File: src/rtl/pin_mux_pkg.sv
// Constants and carrier types for the pin-select and floppy config bank.
// Assumes an APB master on pclk; register index times four is the address.
package pin_mux_pkg;

	localparam int unsigned ADDR_W = 12;
	localparam int unsigned DATA_W = 32;

	// Register indices; byte address is four times the index.
	localparam logic [7:0] IDX_DEV_NUM = 8'h07;
	localparam logic [7:0] IDX_FLASH_CFG = 8'h24;
	localparam logic [7:0] IDX_SET4 = 8'h28;
	localparam logic [7:0] IDX_SET5 = 8'h29;
	localparam logic [7:0] IDX_SET6 = 8'h2A;
	localparam logic [7:0] IDX_OVR4 = 8'h2B;
	localparam logic [7:0] IDX_PAR_CTL2 = 8'h2C;
	localparam logic [7:0] IDX_TEST1 = 8'h2E;
	localparam logic [7:0] IDX_TEST2 = 8'h2F;
	localparam logic [7:0] IDX_FD_ACT = 8'h30;
	localparam logic [7:0] IDX_FD_BASE_HI = 8'h60;
	localparam logic [7:0] IDX_FD_BASE_LO = 8'h61;
	localparam logic [7:0] IDX_FD_IRQ = 8'h70;
	localparam logic [7:0] IDX_FD_DMA = 8'h74;
	localparam logic [7:0] IDX_FD_SPEC1 = 8'hF0;

	// Logical device numbers that gate writes.
	localparam logic [7:0] DEV_FLOPPY = 8'h00;
	localparam logic [7:0] DEV_FAN = 8'h04;

	// Reset values.
	localparam logic [7:0] RST_ZERO = 8'h00;
	localparam logic [7:0] RST_SET4 = 8'hFF;
	localparam logic [7:0] RST_SET5 = 8'hE0;
	localparam logic [7:0] RST_SET6 = 8'hFF;
	localparam logic [7:0] RST_FD_BASE_HI = 8'h03;
	localparam logic [7:0] RST_FD_BASE_LO = 8'hF0;
	localparam logic [7:0] RST_FD_IRQ = 8'h06;
	localparam logic [7:0] RST_FD_DMA = 8'h02;

	// Writable bit masks; other bits hold zero and read as zero.
	localparam logic [7:0] MASK_ALL = 8'hFF;
	localparam logic [7:0] MASK_OVR4 = 8'hCF;
	localparam logic [7:0] MASK_FD_ACT = 8'h01;
	localparam logic [7:0] MASK_FD_BASE_HI = 8'h0F;
	localparam logic [7:0] MASK_FD_BASE_LO = 8'hF8;
	localparam logic [7:0] MASK_FD_IRQ = 8'h0F;
	localparam logic [7:0] MASK_FD_DMA = 8'h07;
	localparam logic [7:0] MASK_FD_SPEC1 = 8'h0F;

	// Field positions.
	localparam int unsigned FLASH_4M_BIT = 3;
	localparam int unsigned MIDI_SEL_BIT = 6;
	// Override bit for each set-4 pin: 56, 55, 52, 51, 50, 49.
	localparam logic [5:0][2:0] OVR_BIT_POS = {3'h7, 3'h6, 3'h3, 3'h2, 3'h1, 3'h0};

	// Pin role: primary function, general purpose I/O, or the alternate.
	typedef enum logic [1:0] {
		PIN_PRIMARY,
		PIN_GPIO,
		PIN_ALT
	} pin_fn_t;

	// Pin roles driven to the pad ring; a set gpio bit means GPIO mode.
	typedef struct packed {
		pin_fn_t pin75;
		logic [1:0] fan_speed_gpio;
		logic [4:0] flash_gpio;
		pin_fn_t pin85;
		pin_fn_t pin84;
		logic [5:0] set6_gpio;
		pin_fn_t [5:0] set4_pin;
	} pin_mux_t;

	typedef struct packed {
		logic enable;
		logic [15:0] base_addr;
		logic [3:0] irq_level;
		logic [2:0] dma_channel;
		logic irq_share;
		logic swap_ab;
		logic three_mode;
		logic write_protect;
	} floppy_cfg_t;

	localparam pin_mux_t PIN_MUX_RST = '{
		pin75: PIN_GPIO,
		fan_speed_gpio: 2'h3,
		flash_gpio: 5'h00,
		pin85: PIN_GPIO,
		pin84: PIN_GPIO,
		set6_gpio: 6'h3F,
		set4_pin: {6{PIN_GPIO}}
	};

endpackage

File: src/rtl/pin_mux_and_floppy_config.sv
// Pin-function selection and floppy controller configuration bank.
// Assumes an APB master on pclk and a pad ring that reads the pin roles.
// How it works
// RQ1 - Pin 75: fan speed input 3 or GPIO 57, ignored under 4-Mbit flash.
// RQ2 - Pins 74 and 73: fan speed inputs 2 and 1, or GPIO 56 and 55.
// RQ3 - Pins 48, 47, 34: flash write, select, read strobes, or GPIO 54-52.
// RQ4 - Pins 33 and 32: flash address 17 and 16, or GPIO 51 and 50.
// RQ5 - Set-5 selection register at index 29h resets to E0h.
// RQ6 - Pin 85: infrared or MIDI input by parallel control bit 6, or GPIO 67.
// RQ7 - Pin 84: infrared or MIDI output by the same bit, or GPIO 66.
// RQ8 - Pins 83 and 82: infrared receive and transmit, or GPIO 65 and 64.
// RQ9 - Pin 81: power management event output, or GPIO 63.
// RQ10 - Pins 80, 79, 78: fan drive outputs 3, 2, 1, or GPIO 62-60.
// RQ11 - Set-6 selection register at index 2Ah resets to FFh.
// RQ12 - Override register reads from any device, writes only with device 04h.
// RQ13 - Override bits 7, 6, 3 force fan drive outputs 2, 1, 3.
// RQ14 - Override bits 2, 1, 0 force fan speed inputs 3, 0, 1.
// RQ15 - Override register at 2Bh resets to zero; bits 5-4 reserved.
// RQ16 - Software must never set the two factory test registers.
// RQ17 - Floppy activate bit 0 enables the controller; resets disabled.
// RQ18 - Floppy base address from 60h and 61h; other address bits read zero.
// RQ19 - Floppy interrupt level in 70h bits 3-0, reset 06h.
// RQ20 - Floppy DMA channel in 74h bits 2-0, reset 02h.
// RQ21 - Special bit 3 shares the interrupt, bit 2 swaps drives A and B.
// RQ22 - Special bit 1 selects three-mode, bit 0 protects against writes.
// RQ23 - Set-4 selection register at 28h resets to FFh.
// RQ24 - Index 24h bit 3 makes pin 75 flash address line 18.
// RQ25 - New pin selection takes effect at the edge completing the write.
`timescale 1ns/1ns
`default_nettype none

module pin_mux_and_floppy_config (
	// Clock and reset.
	input wire logic pclk,
	input wire logic presetn,
	// APB slave.
	input wire logic psel,
	input wire logic penable,
	input wire logic pwrite,
	input wire logic [pin_mux_pkg::ADDR_W-1:0] paddr,
	input wire logic [pin_mux_pkg::DATA_W-1:0] pwdata,
	output logic [pin_mux_pkg::DATA_W-1:0] prdata,
	output logic pready,
	output logic pslverr,
	// Pin roles for the pad ring.
	output pin_mux_pkg::pin_mux_t pin_mux,
	// Floppy controller configuration.
	output pin_mux_pkg::floppy_cfg_t floppy_cfg
);

	logic [7:0] logical_device_number_q, logical_device_number_d;
	logic [7:0] flash_cfg_q, flash_cfg_d;
	logic [7:0] parallel_control_two_q, parallel_control_two_d;
	logic [7:0] pin_select_set4_q, pin_select_set4_d;
	logic [7:0] pin_select_set5_q, pin_select_set5_d;
	logic [7:0] pin_select_set6_q, pin_select_set6_d;
	logic [7:0] fan_override_set4_q, fan_override_set4_d;
	logic [7:0] factory_test_one_q, factory_test_one_d;
	logic [7:0] factory_test_two_q, factory_test_two_d;
	logic [7:0] floppy_activate_q, floppy_activate_d;
	logic [7:0] floppy_base_high_q, floppy_base_high_d;
	logic [7:0] floppy_base_low_q, floppy_base_low_d;
	logic [7:0] floppy_irq_level_q, floppy_irq_level_d;
	logic [7:0] floppy_dma_channel_q, floppy_dma_channel_d;
	logic [7:0] floppy_special_one_q, floppy_special_one_d;
	logic [pin_mux_pkg::DATA_W-1:0] prdata_q;
	logic pready_q;
	logic pslverr_q;
	pin_mux_pkg::pin_mux_t pin_mux_q, pin_mux_d;
	logic setup;
	logic wr_done;
	logic addr_bad;
	logic [7:0] idx;
	logic [7:0] wdata;
	logic floppy_sel;
	logic fan_sel;

	// Picks a pin role; forced alternate wins over the GPIO bit.
	function automatic pin_mux_pkg::pin_fn_t pick_role(input logic gpio,
			input logic force_alt, input logic secondary);
		if (force_alt) begin
			pick_role = pin_mux_pkg::PIN_ALT;
		end else if (gpio) begin
			pick_role = pin_mux_pkg::PIN_GPIO;
		end else if (secondary) begin
			pick_role = pin_mux_pkg::PIN_ALT;
		end else begin
			pick_role = pin_mux_pkg::PIN_PRIMARY;
		end
	endfunction

	// Is the index one of the mapped registers.
	function automatic logic is_mapped(input logic [7:0] i);
		case (i)
			pin_mux_pkg::IDX_DEV_NUM, pin_mux_pkg::IDX_FLASH_CFG,
			pin_mux_pkg::IDX_SET4, pin_mux_pkg::IDX_SET5,
			pin_mux_pkg::IDX_SET6, pin_mux_pkg::IDX_OVR4,
			pin_mux_pkg::IDX_PAR_CTL2, pin_mux_pkg::IDX_TEST1,
			pin_mux_pkg::IDX_TEST2, pin_mux_pkg::IDX_FD_ACT,
			pin_mux_pkg::IDX_FD_BASE_HI, pin_mux_pkg::IDX_FD_BASE_LO,
			pin_mux_pkg::IDX_FD_IRQ, pin_mux_pkg::IDX_FD_DMA,
			pin_mux_pkg::IDX_FD_SPEC1: is_mapped = 1'b1;
			default: is_mapped = 1'b0;
		endcase
	endfunction

	// Next value of a register: masked write data when selected.
	function automatic logic [7:0] next_reg(input logic [7:0] cur,
			input logic hit, input logic [7:0] d, input logic [7:0] mask);
		next_reg = hit ? (d & mask) : cur;
	endfunction

	assign setup = psel & ~penable;
	assign idx = paddr[9:2];
	assign wdata = pwdata[7:0];
	// Misaligned, out-of-range and unmapped accesses are refused with an
	// error, and a refused write leaves every register as it was.
	assign addr_bad = (paddr[1:0] != 2'h0) || (paddr[11:10] != 2'h0) ||
		!is_mapped(idx);
	// A write lands only at the edge that ends the access phase.
	assign wr_done = psel & penable & pready_q & pwrite & ~pslverr_q;
	// Device-banked floppy registers answer only while device 00h is chosen.
	assign floppy_sel = (logical_device_number_q == pin_mux_pkg::DEV_FLOPPY);
	// Only the fan device may write the override register.
	assign fan_sel = (logical_device_number_q == pin_mux_pkg::DEV_FAN);

	// Reserved bits are masked off at the write, so they always read zero.
	always_comb begin
		logical_device_number_d = next_reg(logical_device_number_q,
			wr_done && idx == pin_mux_pkg::IDX_DEV_NUM, wdata,
			pin_mux_pkg::MASK_ALL);
		flash_cfg_d = next_reg(flash_cfg_q,
			wr_done && idx == pin_mux_pkg::IDX_FLASH_CFG, wdata,
			pin_mux_pkg::MASK_ALL);
		parallel_control_two_d = next_reg(parallel_control_two_q,
			wr_done && idx == pin_mux_pkg::IDX_PAR_CTL2, wdata,
			pin_mux_pkg::MASK_ALL);
		pin_select_set4_d = next_reg(pin_select_set4_q,
			wr_done && idx == pin_mux_pkg::IDX_SET4, wdata,
			pin_mux_pkg::MASK_ALL);
		pin_select_set5_d = next_reg(pin_select_set5_q,
			wr_done && idx == pin_mux_pkg::IDX_SET5, wdata,
			pin_mux_pkg::MASK_ALL);
		pin_select_set6_d = next_reg(pin_select_set6_q,
			wr_done && idx == pin_mux_pkg::IDX_SET6, wdata,
			pin_mux_pkg::MASK_ALL);
		// RQ12 device-gated write
		// RQ15 reserved bits held
		fan_override_set4_d = next_reg(fan_override_set4_q,
			wr_done && fan_sel && idx == pin_mux_pkg::IDX_OVR4, wdata,
			pin_mux_pkg::MASK_OVR4);
		// RQ16 storage only
		factory_test_one_d = next_reg(factory_test_one_q,
			wr_done && idx == pin_mux_pkg::IDX_TEST1, wdata,
			pin_mux_pkg::MASK_ALL);
		factory_test_two_d = next_reg(factory_test_two_q,
			wr_done && idx == pin_mux_pkg::IDX_TEST2, wdata,
			pin_mux_pkg::MASK_ALL);
		// RQ17 enable bit only
		floppy_activate_d = next_reg(floppy_activate_q,
			wr_done && floppy_sel && idx == pin_mux_pkg::IDX_FD_ACT,
			wdata, pin_mux_pkg::MASK_FD_ACT);
		// RQ18 address bit masks
		floppy_base_high_d = next_reg(floppy_base_high_q,
			wr_done && floppy_sel && idx == pin_mux_pkg::IDX_FD_BASE_HI,
			wdata, pin_mux_pkg::MASK_FD_BASE_HI);
		floppy_base_low_d = next_reg(floppy_base_low_q,
			wr_done && floppy_sel && idx == pin_mux_pkg::IDX_FD_BASE_LO,
			wdata, pin_mux_pkg::MASK_FD_BASE_LO);
		// RQ19 level field
		floppy_irq_level_d = next_reg(floppy_irq_level_q,
			wr_done && floppy_sel && idx == pin_mux_pkg::IDX_FD_IRQ,
			wdata, pin_mux_pkg::MASK_FD_IRQ);
		// RQ20 channel field
		floppy_dma_channel_d = next_reg(floppy_dma_channel_q,
			wr_done && floppy_sel && idx == pin_mux_pkg::IDX_FD_DMA,
			wdata, pin_mux_pkg::MASK_FD_DMA);
		// RQ22 upper bits reserved
		floppy_special_one_d = next_reg(floppy_special_one_q,
			wr_done && floppy_sel && idx == pin_mux_pkg::IDX_FD_SPEC1,
			wdata, pin_mux_pkg::MASK_FD_SPEC1);
	end

	// RQ25 roles from next values
	always_comb begin
		pin_mux_d = pin_mux_pkg::PIN_MUX_RST;
		// RQ1 pin 75 role
		// RQ24 flash address 18
		pin_mux_d.pin75 = pick_role(pin_select_set5_d[7],
			flash_cfg_d[pin_mux_pkg::FLASH_4M_BIT], 1'b0);
		// RQ2 fan speed pins
		pin_mux_d.fan_speed_gpio = pin_select_set5_d[6:5];
		// RQ3 flash strobe pins
		// RQ4 flash address pins
		pin_mux_d.flash_gpio = pin_select_set5_d[4:0];
		// RQ6 infrared or MIDI input
		pin_mux_d.pin85 = pick_role(pin_select_set6_d[7], 1'b0,
			parallel_control_two_d[pin_mux_pkg::MIDI_SEL_BIT]);
		// RQ7 infrared or MIDI output
		pin_mux_d.pin84 = pick_role(pin_select_set6_d[6], 1'b0,
			parallel_control_two_d[pin_mux_pkg::MIDI_SEL_BIT]);
		// RQ8 infrared pins
		// RQ9 power event pin
		// RQ10 fan drive pins
		pin_mux_d.set6_gpio = pin_select_set6_d[5:0];
		// RQ13 fan drive override
		// RQ14 fan speed override
		for (int p = 0; p < 6; p++) begin
			pin_mux_d.set4_pin[p] = pick_role(
				pin_select_set4_d[pin_mux_pkg::OVR_BIT_POS[p]],
				fan_override_set4_d[pin_mux_pkg::OVR_BIT_POS[p]], 1'b0);
		end
	end

	// Register storage. Test registers are kept as plain storage and drive
	// nothing, so a stray write to them cannot disturb the pins.
	always_ff @(posedge pclk or negedge presetn) begin
		if (!presetn) begin
			logical_device_number_q <= pin_mux_pkg::RST_ZERO;
			flash_cfg_q <= pin_mux_pkg::RST_ZERO;
			parallel_control_two_q <= pin_mux_pkg::RST_ZERO;
			// RQ23 set-4 reset
			pin_select_set4_q <= pin_mux_pkg::RST_SET4;
			// RQ5 set-5 reset
			pin_select_set5_q <= pin_mux_pkg::RST_SET5;
			// RQ11 set-6 reset
			pin_select_set6_q <= pin_mux_pkg::RST_SET6;
			fan_override_set4_q <= pin_mux_pkg::RST_ZERO;
			factory_test_one_q <= pin_mux_pkg::RST_ZERO;
			factory_test_two_q <= pin_mux_pkg::RST_ZERO;
			floppy_activate_q <= pin_mux_pkg::RST_ZERO;
			floppy_base_high_q <= pin_mux_pkg::RST_FD_BASE_HI;
			floppy_base_low_q <= pin_mux_pkg::RST_FD_BASE_LO;
			floppy_irq_level_q <= pin_mux_pkg::RST_FD_IRQ;
			floppy_dma_channel_q <= pin_mux_pkg::RST_FD_DMA;
			floppy_special_one_q <= pin_mux_pkg::RST_ZERO;
		end else begin
			logical_device_number_q <= logical_device_number_d;
			flash_cfg_q <= flash_cfg_d;
			parallel_control_two_q <= parallel_control_two_d;
			pin_select_set4_q <= pin_select_set4_d;
			pin_select_set5_q <= pin_select_set5_d;
			pin_select_set6_q <= pin_select_set6_d;
			fan_override_set4_q <= fan_override_set4_d;
			factory_test_one_q <= factory_test_one_d;
			factory_test_two_q <= factory_test_two_d;
			floppy_activate_q <= floppy_activate_d;
			floppy_base_high_q <= floppy_base_high_d;
			floppy_base_low_q <= floppy_base_low_d;
			floppy_irq_level_q <= floppy_irq_level_d;
			floppy_dma_channel_q <= floppy_dma_channel_d;
			floppy_special_one_q <= floppy_special_one_d;
		end
	end

	// Pin roles are registered so the pads see flip-flop outputs.
	always_ff @(posedge pclk or negedge presetn) begin
		if (!presetn) begin
			pin_mux_q <= pin_mux_pkg::PIN_MUX_RST;
		end else begin
			pin_mux_q <= pin_mux_d;
		end
	end

	// APB answer: read data and error are caught in the setup cycle, and
	// pready rises for the first access cycle, so no access has a wait state.
	// A refused access still gets its single answer, with the error flag.
	always_ff @(posedge pclk or negedge presetn) begin
		if (!presetn) begin
			pready_q <= 1'b0;
			pslverr_q <= 1'b0;
			prdata_q <= '0;
		end else begin
			pready_q <= setup;
			if (setup) begin
				pslverr_q <= addr_bad;
				prdata_q <= '0;
				if (!addr_bad && !pwrite) begin
					case (idx)
						pin_mux_pkg::IDX_DEV_NUM:
							prdata_q[7:0] <= logical_device_number_q;
						pin_mux_pkg::IDX_FLASH_CFG:
							prdata_q[7:0] <= flash_cfg_q;
						pin_mux_pkg::IDX_PAR_CTL2:
							prdata_q[7:0] <= parallel_control_two_q;
						pin_mux_pkg::IDX_SET4:
							prdata_q[7:0] <= pin_select_set4_q;
						pin_mux_pkg::IDX_SET5:
							prdata_q[7:0] <= pin_select_set5_q;
						pin_mux_pkg::IDX_SET6:
							prdata_q[7:0] <= pin_select_set6_q;
						// RQ12 read from any device
						pin_mux_pkg::IDX_OVR4:
							prdata_q[7:0] <= fan_override_set4_q;
						pin_mux_pkg::IDX_TEST1:
							prdata_q[7:0] <= factory_test_one_q;
						pin_mux_pkg::IDX_TEST2:
							prdata_q[7:0] <= factory_test_two_q;
						pin_mux_pkg::IDX_FD_ACT:
							prdata_q[7:0] <= floppy_sel ? floppy_activate_q : 8'h00;
						pin_mux_pkg::IDX_FD_BASE_HI:
							prdata_q[7:0] <= floppy_sel ? floppy_base_high_q : 8'h00;
						pin_mux_pkg::IDX_FD_BASE_LO:
							prdata_q[7:0] <= floppy_sel ? floppy_base_low_q : 8'h00;
						pin_mux_pkg::IDX_FD_IRQ:
							prdata_q[7:0] <= floppy_sel ? floppy_irq_level_q : 8'h00;
						pin_mux_pkg::IDX_FD_DMA:
							prdata_q[7:0] <= floppy_sel ? floppy_dma_channel_q : 8'h00;
						pin_mux_pkg::IDX_FD_SPEC1:
							prdata_q[7:0] <= floppy_sel ? floppy_special_one_q : 8'h00;
						default:
							prdata_q[7:0] <= 8'h00;
					endcase
				end
			end
		end
	end

	assign prdata = prdata_q;
	assign pready = pready_q;
	assign pslverr = pslverr_q;
	assign pin_mux = pin_mux_q;

	// The floppy settings are plain slices of the stored registers, so the
	// controller sees a new value from the edge at which the write lands.
	// RQ17 controller enable
	assign floppy_cfg.enable = floppy_activate_q[0];
	// RQ18 base address assembly
	assign floppy_cfg.base_addr = {4'h0, floppy_base_high_q[3:0],
		floppy_base_low_q[7:3], 3'h0};
	// RQ19 interrupt level
	assign floppy_cfg.irq_level = floppy_irq_level_q[3:0];
	// RQ20 DMA channel
	assign floppy_cfg.dma_channel = floppy_dma_channel_q[2:0];
	// RQ21 share and swap
	assign floppy_cfg.irq_share = floppy_special_one_q[3];
	assign floppy_cfg.swap_ab = floppy_special_one_q[2];
	// RQ22 mode and protect
	assign floppy_cfg.three_mode = floppy_special_one_q[1];
	assign floppy_cfg.write_protect = floppy_special_one_q[0];

endmodule // pin_mux_and_floppy_config

`default_nettype wire

File: config.mk
export PLATFORM = sky130hd
export DESIGN_NAME = pin_mux_and_floppy_config
export DESIGN_NICKNAME = d
export VERILOG_FILES = /design/src/rtl/pin_mux_pkg.sv /design/src/rtl/pin_mux_and_floppy_config.sv
export SDC_FILE = /design/constraint.sdc
export NUM_CORES = 1
export LEC_CHECK = 0
export ABC_AREA = 1
export BUFFER_PORTS_ARGS = -buffer_cell sky130_fd_sc_hd__clkbuf_2
export CORE_MARGIN = 1.5
export CORE_UTILIZATION = 50
export CTS_BUF_LIST = sky130_fd_sc_hd__clkbuf_8
export CTS_CLUSTER_DIAMETER = 200
export DETAILED_ROUTE_END_ITERATION = 12
export GPL_TIMING_DRIVEN = 0
export HOLD_SLACK_MARGIN = 0.02
export PLACE_DENSITY = 0.79
export SYNTH_ARGS = -nofsm -noshare
export SYNTH_HDL_FRONTEND = slang
export SYNTH_SLANG_ARGS = --single-unit
File: constraint.sdc
create_clock -name pclk -period 1.3 [get_ports pclk]
set_input_delay 0.13 -clock pclk [delete_from_list [all_inputs] [get_ports pclk]]
set_output_delay 0.13 -clock pclk [all_outputs]
set_load 0.05 [all_outputs]
==> results of run 1 <==
==> state kept, by name (all words and copies together), names as in the netlist, 3 cells and up <==
register	cells
floppy_base_high_q	4
pin_select_set4_q	8
factory_test_two_q	8
prdata	8
flash_cfg_q	8
floppy_dma_channel_q	3
pin_mux	21
logical_device_number_q	8
fan_override_set4_q	6
floppy_base_low_q	5
factory_test_one_q	8
floppy_special_one_q	4
pin_select_set5_q	3
parallel_control_two_q	8
floppy_irq_level_q	4
==> where the power goes <==
group          leakage [nW]  switching, mW  internal (mW)
logic                  2.29          0.477          0.151
registers              1.39        0.00202           3.43
clock network         0.101           1.18          0.899
==> metal layers <==
| layer | global-route usage [%] | wire length, um | vias to the layer above |
|---|---|---|---|
| met5 | 0 | 0 | - |
| met4 | 11.1 | 550 | 0 |
| met3 | 5.08 | 1220 | 46 |
| met2 | 47.8 | 7980 | 254 |
| met1 | 33.6 | 6230 | 2469 |
| li1 | - | - | 2504 |
==> cells by family (layout without fill, tap and decap cells) <==
kind of cell,Yosys count,after routing
and+or+nand+nor,367,367
buffers and inverters,112,256
DFF,110,110
AOI/OAI and AO/OA,98,98
other,1,31
==> worst max-delay path, stage by stage, from the launching register on <==
cell and delay [ns]:
dfrtp_1 0.43, nor3_4 0.21, buf_12 0.16, buf_4 0.12, nand3_4 0.13, buf_6 0.18, nand2_1 0.07, o21ai_0 0.11
==> how the worst max path moves through the flow <==
stage,endpoint,slack [ns],cells past startpoint
6_report,parallel_control_two_q[7],-0.27,7
4_1_cts,prdata[3],-0.22,10
5_1_grt,prdata[1],-0.35,10
3_5_place_dp,pin_mux[8],-0.57,7
2_1_floorplan,pin_mux[10],-0.35,7
3_3_place_gp,pready,-1.46,1
==> final cells by class <==
type | count | share of cell area [%]
plain buffers | 58 | 6.61
clock buffers | 9 | 1.67
clock inverters | 7 | 0.978
inverters | 53 | 2.71
multi-input cells | 496 | 33.7
flip-flops and latches | 110 | 37.7
well taps | 136 | 2.29
repair buffers | 129 | 14.3
==> cell usage after synthesis, drive strengths merged <==
cell,number
dfstp,35
nand3,90
buf,48
dfrtp,75
o31ai,1
and3,2
clkbuf,11
nor4,1
nand3b,1
nand2,204
o21ai,94
nand4,3
conb,1
a21oi,3
nor3,2
nor2,64
inv,53
==> what timing repair did <==
action | 4_1_cts | 5_1_grt
gates resized for setup | 135 | 86
setup endpoints to repair | 132 | 155
pin swaps | 9 | 1
hold endpoints to repair | 51 | 0
hold buffers | 9 | 0
gates cloned | 4 | 1
buffers inserted | 19 | 10
==> impl_metrics.toml, run 1 <==
[timing]
rsz0062_at_grt = "true"
fin_setup_tns_ns = -13.34
timing.final.ws_setup_ns = -0.266
worst_slew_margin_rel_pct = 46.4
period_needed_ns = 1.57
report.final.slew_viol_count = 0
clock_skew_ns = 0.0162
worstMarginPinSlew_ns = 0.804
hold_viol = 0
holdWs_ns = 0.0542
fmax_mhz = 639
post-route-period-util_pct = 120
setup_viol = 108

[global_route]
grt_antenna_before_repair = 0
grt_overflow = 0
grt_pass1_wl_um = 24200
grt_max_degree = 64
grt_pass1_vias = 4940
gr-usage-all-layers_pct = 27.4

[power]
total_power_mw = 6.14
leakage_nw = 3.78
powerDensity_nw_per_um2 = 827
ir_drop_v = 0.000651

[worst_hold_path]
hold_path_end = "floppy_base_high_q[1]"
worstHoldStart = "pwdata[1]"
worstHoldPathType = "in2reg"
whs_path_depth = 3

[synth]
synth_area_um2 = 5450
synth_compound_area_share_pct = 9.05
netlist_instances = 688
yosys_register_bits = 110
yosys.area_share.simple_pct = 28.8
synth-xor-area-share_pct = 0
synth_cell_types = 25
yosysSeqAreaShare_pct = 51.3
synth_top_area_share_pct = 34.5
synth_area_leader_cell = "dfrtp_1"
synth_area_per_cell_um2 = 7.92
synth_top_family_by_area = "simple AND/OR/NAND/NOR gates"
muxShareOfSynthArea_pct = 0
yosys.area_share.adder_pct = 0
ys_warn_count = 0
synth_area_leaders = "dfrtp_1, dfstp_2, nand2_1, o21ai_0, nand3_1"

[final_layout]
multi_input_area_um2 = 2500
nFillCells = 780
drive_above_1_share_pct = 35.0
fin_area_um2 = 7420
final_nets = 906
final_cell_mix = "nand2_1, nand3_1, dfrtp_1"
post-route-util_pct = 70.9
seqCellArea_um2 = 2800
final_common_cell = "nand2_1"
area_growth_pct = 36.3
final_cells = 998
num_antenna_cells = 0

[critical_path]
startpoint_type = "register"
r2r_end = "parallel_control_two_q[7]"
timing.critical_path.fanout_max = 10
reg2regPathDepth = 7
crit_required_ns = 1.52
crit_type = "reg2reg"
end_kind = "register"
reg2reg_slack_ns = -0.27
crit_arrival_ns = 1.79
r2r_start = "pslverr"
crit_start = "pslverr"

[route]
drtPass1Iterations = 6
drcViolationCount = 0
wl_per_cell_um = 16.0
post_drt_via_cell_ratio = 5.28
wirelength_um = 16000
vias = 5273
drtAntennaViolNets = 0
drtIter0Drc = 481

[floorplanning]
num_rows = 37
die_w_um = 107
floorplan.initialDensity_pct = 52.1
boundaryPins = 142
dieArea_um2 = 11500
core_area_um2 = 10500
die_height_um = 107

[placement]
place_ws_ns = -0.572
placed_cell_area_um2 = 6290
dp.cells = 941
dp.final_hpwl_um = 10900
io_buffers = 86
gp_congestion = 0.914

[outcome]
violations = "negative setup slack"
status = "finished with violations"

[cts]
clk_pin_slew_ns = 0.11
cts_tree = "done"
clk_latency_ns = 0.38
clock_tree.root_cell = "clkbuf_8"
cts_inserted_buffers = 9
clk_path_buf_depth = 2
cts_max_level = 3
cts_sinks = 110

[job]
max_cap_violations = 0
No activity file was read; power rests on OpenSTA's default activity.
==> run 2, diff against run 1 <==
CORE_MARGIN = 10   (was 1.5)
CORE_UTILIZATION = 47   (was 50)
PLACE_DENSITY = 0.75   (was 0.79)
==> run 2 against run 1 <==
  * The run still ends with negative setup slack left
  * Die area grew 41%
  * Critical path depth grew 2
  * Critical path type unchanged
  * Critical endpoint is now prdata[4]
  * Sequential cell count is the same
  * Combinational power grew 2%
==> impl_metrics.toml, run 2 (synthesis results as in run 1) <==
[outcome]
status = "finished with violations"
violations = "negative setup slack"

[power]
p_int_mw = 4.34
comb_power_share_pct = 10.5
powerDensity_nw_per_um2 = 768
swShare_pct = 28.9
switchingPower_mw = 1.77
sequentialPowerShare_pct = 56.2
leakage_nw = 3.93
clkPwrFrac_pct = 33.4
ir_drop_v = 0.000603

[cts]
cts_max_level = 3
clk_path_buf_depth = 2
clock_tree.root_cell = "clkbuf_8"
clk_latency_ns = 0.40
clk_pin_slew_ns = 0.11
cts_sinks = 110
cts_inserted_buffers = 9
cts_tree = "done"

[timing]
post-route-period-util_pct = 124
worst_slew_margin_rel_pct = 41.7
setup_viol = 107
report.final.slew_viol_count = 0
fmax_mhz = 620
timing.final.ws_setup_ns = -0.312
hold_viol = 0
worstMarginPinSlew_ns = 0.874
clock_skew_ns = 0.0130
period_needed_ns = 1.61
rsz0062_at_grt = "true"
holdWs_ns = 0.0351

[floorplanning]
dieArea_um2 = 16300
boundaryPins = 142
core_area_um2 = 11400
die_height_um = 128
floorplan.initialDensity_pct = 47.9
num_rows = 39
die_w_um = 128

[route]
wirelength_um = 18600
drtPass1Iterations = 5
wl_per_cell_um = 18.2
drcViolationCount = 0
post_drt_via_cell_ratio = 5.37
drtIter0Drc = 570
drtAntennaViolNets = 0
vias = 5485

[global_route]
grt_pass1_vias = 5148
grt_overflow = 0
grt_pass1_wl_um = 27300
grt_max_degree = 111
gr-usage-all-layers_pct = 21.0
grt_antenna_before_repair = 0

[placement]
io_buffers = 86
dp.cells = 947
dp.final_hpwl_um = 11400
gp_congestion = 0.856
place_ws_ns = -0.537

[worst_hold_path]
worstHoldPathType = "in2reg"
whs_path_depth = 3
worstHoldStart = "pwdata[6]"
hold_path_end = "pin_select_set4_q[6]"

[critical_path]
crit_arrival_ns = 1.95
crit_family = "simple AND/OR/NAND/NOR gates"
startpoint_type = "register"
cp_num_buf_inv = 1
reg2regPathDepth = 9
r2r_end = "prdata[4]"
crit_required_ns = 1.64
end_kind = "register"
cp.depth = 9
slowest_delay_ns = 0.40
reg2reg_slack_ns = -0.31
r2r_start = "logical_device_number_q[7]"
cpMaxStageDelayCell = "dfrtp_1"
crit_chain = "nor2_1 > nand2_2 > nor2_4 > clkbuf_8 > nand3_1 > and3_1 > nand2_1 > nand3_1 > nand2_1"
crit_type = "reg2reg"
timing.critical_path.fanout_max = 10

[final_layout]
final_cells = 1022
num_antenna_cells = 0
final_cell_mix = "nand2_1, nand3_1, dfrtp_1"
drive_above_1_share_pct = 44.1
area_growth_pct = 46.0
final_common_cell = "nand2_1"
final_nets = 923
largest_reg_flops = 21

[job]
max_cap_violations = 0
run 2: cell count changes in the layout (fill, tap and decap cells not counted), moves of 4 or more:
cell and delta:
nand2_2 +30, buf_8 +8, buf_6 +16, nor2_2 +5
o21ai_2 +22, o21ai_4 +6, clkbuf_4 -6, o21ai_1 -18
buf_4 +4, nand2_1 -36, o21ai_0 -10
run 2: layer usage:
layer / vias up / track usage (%) / share of wire [%]
met4: 0 / 8.74 / 3.1
li1: 2543 / - / -
met5: - / 0 / 0
met3: 41 / 6.20 / 9.3
met2: 287 / 34.0 / 49
met1: 2614 / 25.5 / 38
run 2: how the worst max path moves through the flow:
| stage | from | end |
|---|---|---|
| 3_3_place_gp | presetn | pready |
| 2_1_floorplan | pready | pin_mux[10] |
| 4_1_cts | logical_device_number_q[1] | prdata[4] |
| 5_1_grt | logical_device_number_q[0] | prdata[4] |
| 6_report | logical_device_number_q[7] | prdata[4] |
| 3_5_place_dp | pready | flash_cfg_q[4] |
run 2: timing repair:
action                                 CTS  global route
gates resized for setup                200           145
endpoints found under the hold margin   83             0
buffers inserted                        28            18
pin swaps                               10             5
hold buffers                             8             0
setup endpoints to repair              140           135
cloned                                   7             1
run 2: layout make-up:
type / count / area, um^2
buffer: 57 / 475
fill: 825 / 3420
inverter: 53 / 201
multi-input combinational: 496 / 2790
sequential: 110 / 2800
timing repair buffer: 147 / 1330
tap: 143 / 179
clock buffer: 10 / 138
clock inverter: 6 / 46.3
run 2: stage by stage:
step / cell area (um^2) / power, mW / setup TNS (ns) / utilization, %
floorplan: 5660 / 3.88 / -30.26 / -
global placement: 6270 / 4.06 / -178.65 / 55.1
detailed placement: 6280 / 4.06 / -49.10 / 55.2
CTS: 7440 / 6.07 / -9.86 / 65.4
global route: 7950 / 6.27 / -23.51 / 70.0
finish: 7950 / 6.11 / -15.87 / 70.0
run 2: worst min-delay path: cells and delay by family:
family | cells | cell delay (ns)
AOI/OAI and AO/OA | 1 | 0.07
buffers and inverters | 2 | 0.20
run 2: power groups by stage:
stage	clock network [mW]	logic, mW	registers [mW]
floorplan	0	0.375	3.50
global placement	0	0.562	3.49
detailed placement	0	0.567	3.49
CTS	2.03	0.607	3.43
global route	2.15	0.682	3.43
finish	2.04	0.639	3.43
==> run 3, diff against run 2 <==
--- a/config.mk
+++ b/config.mk
@@ -17,2 +17,3 @@
 export PLACE_DENSITY = 0.75
+export RECOVER_POWER = 25
 export SYNTH_ARGS = -nofsm -noshare
==> constraint.sdc (replaced) <==
create_clock -name pclk -period 1.3 [get_ports pclk]
set_input_delay 0.065 -clock pclk [delete_from_list [all_inputs] [get_ports pclk]]
set_output_delay 0.065 -clock pclk [all_outputs]
set_load 0.05 [all_outputs]
==> run 3 against run 2 <==
  * Largest cell class unchanged
  * The run ends with negative hold slack, negative setup slack left
  * Critical path depth stayed put
  * Via count is 2.0% lower
  * Worst hold slack worse by 0.036 ns
  * Sequential share of layout area is 1.0 points higher
  * Register-to-register slack better by 0.04 ns
  * Clock power hardly changed
  * Clock skew is 0.0026 ns higher
  * Design area is 2.9% lower
  * Count of clock-buffer cells in the layout stayed put
  * Sequential cell count stayed put
  * Largest power group unchanged
==> impl_metrics.toml, run 3 (synthesis results as in run 1) <==
[final_layout]
nFillCells = 860
final_nets = 916
area_growth_pct = 41.8
final_cell_mix = "nand2_1, nand3_1, dfrtp_1"
final_common_cell = "nand2_1"
largest_reg_flops = 21
drive_above_1_share_pct = 43.1
num_antenna_cells = 0

[job]
max_cap_violations = 0

[cts]
clk_pin_slew_ns = 0.11
cts_tree = "done"
clock_tree.root_cell = "clkbuf_8"
cts_max_level = 3
cts_sinks = 110
clk_latency_ns = 0.40
clk_path_buf_depth = 2
cts_inserted_buffers = 9

[route]
drtIter0Drc = 610
wirelength_um = 18200
vias = 5376
drtAntennaViolNets = 0
drcViolationCount = 0
wl_per_cell_um = 17.9
post_drt_via_cell_ratio = 5.30
drtPass1Iterations = 5

[timing]
hold_viol = 2
fin_setup_tns_ns = -16.41
fmax_mhz = 635
setup_viol = 106
period_needed_ns = 1.57
worstMarginPinSlew_ns = 1.04
post-route-period-util_pct = 121
report.final.slew_viol_count = 0
worst_slew_margin_rel_pct = 30.8
timing.final.ws_setup_ns = -0.275
holdWs_ns = -0.00138
clock_skew_ns = 0.0156
rsz0062_at_grt = "true"

[power]
powerDensity_nw_per_um2 = 794
leakage_nw = 3.84
total_power_mw = 6.14
swShare_pct = 29.1
comb_power_share_pct = 10.5
switchingPower_mw = 1.79
sequentialPowerShare_pct = 55.9
clkPwrFrac_pct = 33.6
ir_drop_v = 0.000593
p_int_mw = 4.35

[outcome]
violations = "negative hold slack, negative setup slack"
status = "finished with violations"

[floorplanning]
boundaryPins = 142
num_rows = 39
die_w_um = 128
dieArea_um2 = 16300
die_height_um = 128
core_area_um2 = 11400
floorplan.initialDensity_pct = 47.9

[global_route]
grt_antenna_before_repair = 0
grt_pass1_wl_um = 27000
gr-usage-all-layers_pct = 20.7
grt_max_degree = 111
grt_pass1_vias = 5129
grt_overflow = 0

[placement]
dp.final_hpwl_um = 11400
gp_congestion = 0.856
place_ws_ns = -0.537
io_buffers = 86

[critical_path]
crit_required_ns = 1.64
startpoint_type = "register"
end_kind = "register"
crit_arrival_ns = 1.92
crit_type = "reg2reg"
timing.critical_path.fanout_max = 10

[worst_hold_path]
worstHoldPathType = "in2reg"
==> run 3: cell count changes in the layout (fill, tap and decap cells not counted), moves of 3 or more <==
cell | previous run | this run
dlygate4sd3_1 | 8 | 11
clkbuf_8 | 20 | 13
clkbuf_4 | 2 | 13
clkbuf_2 | 51 | 61
buf_8 | 18 | 9
buf_4 | 73 | 60
==> run 3: metrics by stage <==
stage / instances / utilization (%) / cell area, um^2
floorplan: 718 / - / 5660
global placement: 947 / 55.1 / 6270
detailed placement: 947 / 55.2 / 6280
CTS: 1004 / 63.9 / 7270
global route: 1015 / 67.9 / 7720
finish: 1015 / 67.9 / 7720
==> run 3: worst max-delay path: stages, from the launching register on <==
cell	delay (ns)
dfrtp_1	0.40
nor2_1	0.16
nand2_2	0.12
nor2_4	0.14
clkbuf_8	0.18
nand3_1	0.10
and3_1	0.19
nand2_1	0.07
nand3_1	0.09
nand2_1	0.09
==> run 3: power groups by stage <==
stage          clock network [mW]  logic (mW)  registers, mW
6_report                     2.06       0.644           3.43
5_1_grt                      2.16       0.688           3.43
4_1_cts                      2.03       0.609           3.43
3_5_place_dp                    0       0.567           3.49
3_3_place_gp                    0       0.562           3.49
2_1_floorplan                   0       0.375           3.50
==> run 3: final cells by class <==
class / count / area, um^2 / area share (%)
clock inverter: 6 / 46.3 / 0.599
timing repair buffer: 138 / 1090 / 14.1
tap: 143 / 179 / 2.32
buffer: 59 / 492 / 6.37
sequential: 110 / 2800 / 36.2
inverter: 53 / 201 / 2.61
clock buffer: 10 / 138 / 1.78
multi-input combinational: 496 / 2780 / 36.0
==> run 3: final timing paths <==
check,start,to,slack [ns],cells past startpoint
max in group asynchronous,presetn,pready,0.18,2
worst min-delay path,pwrite,prdata[2],-0.001,4
worst max register to register,logical_device_number_q[7],prdata[4],-0.27,9
worst max-delay path,logical_device_number_q[7],prdata[4],-0.27,9
worst min register to register,prdata[3],prdata[3],0.49,2
min in group asynchronous,presetn,pin_mux[25],0.32,2
==> run 3: repair_timing <==
item                       4_1_cts  5_1_grt
pin swaps                       10        4
setup buffers                   24        9
setup endpoints to repair      125      118
hold endpoints to repair       100        1
gates cloned                     7        1
gates resized for setup        163      135
hold buffers                    10        1
==> run 3: per-layer routing <==
layer | up-vias | global-route usage [%] | share of wire, %
met5 | - | 0 | 0
li1 | 2525 | - | -
met1 | 2549 | 25.4 | 39
met2 | 261 | 33.6 | 49
met4 | 0 | 8.34 | 3.0
met3 | 41 | 6.12 | 9.0
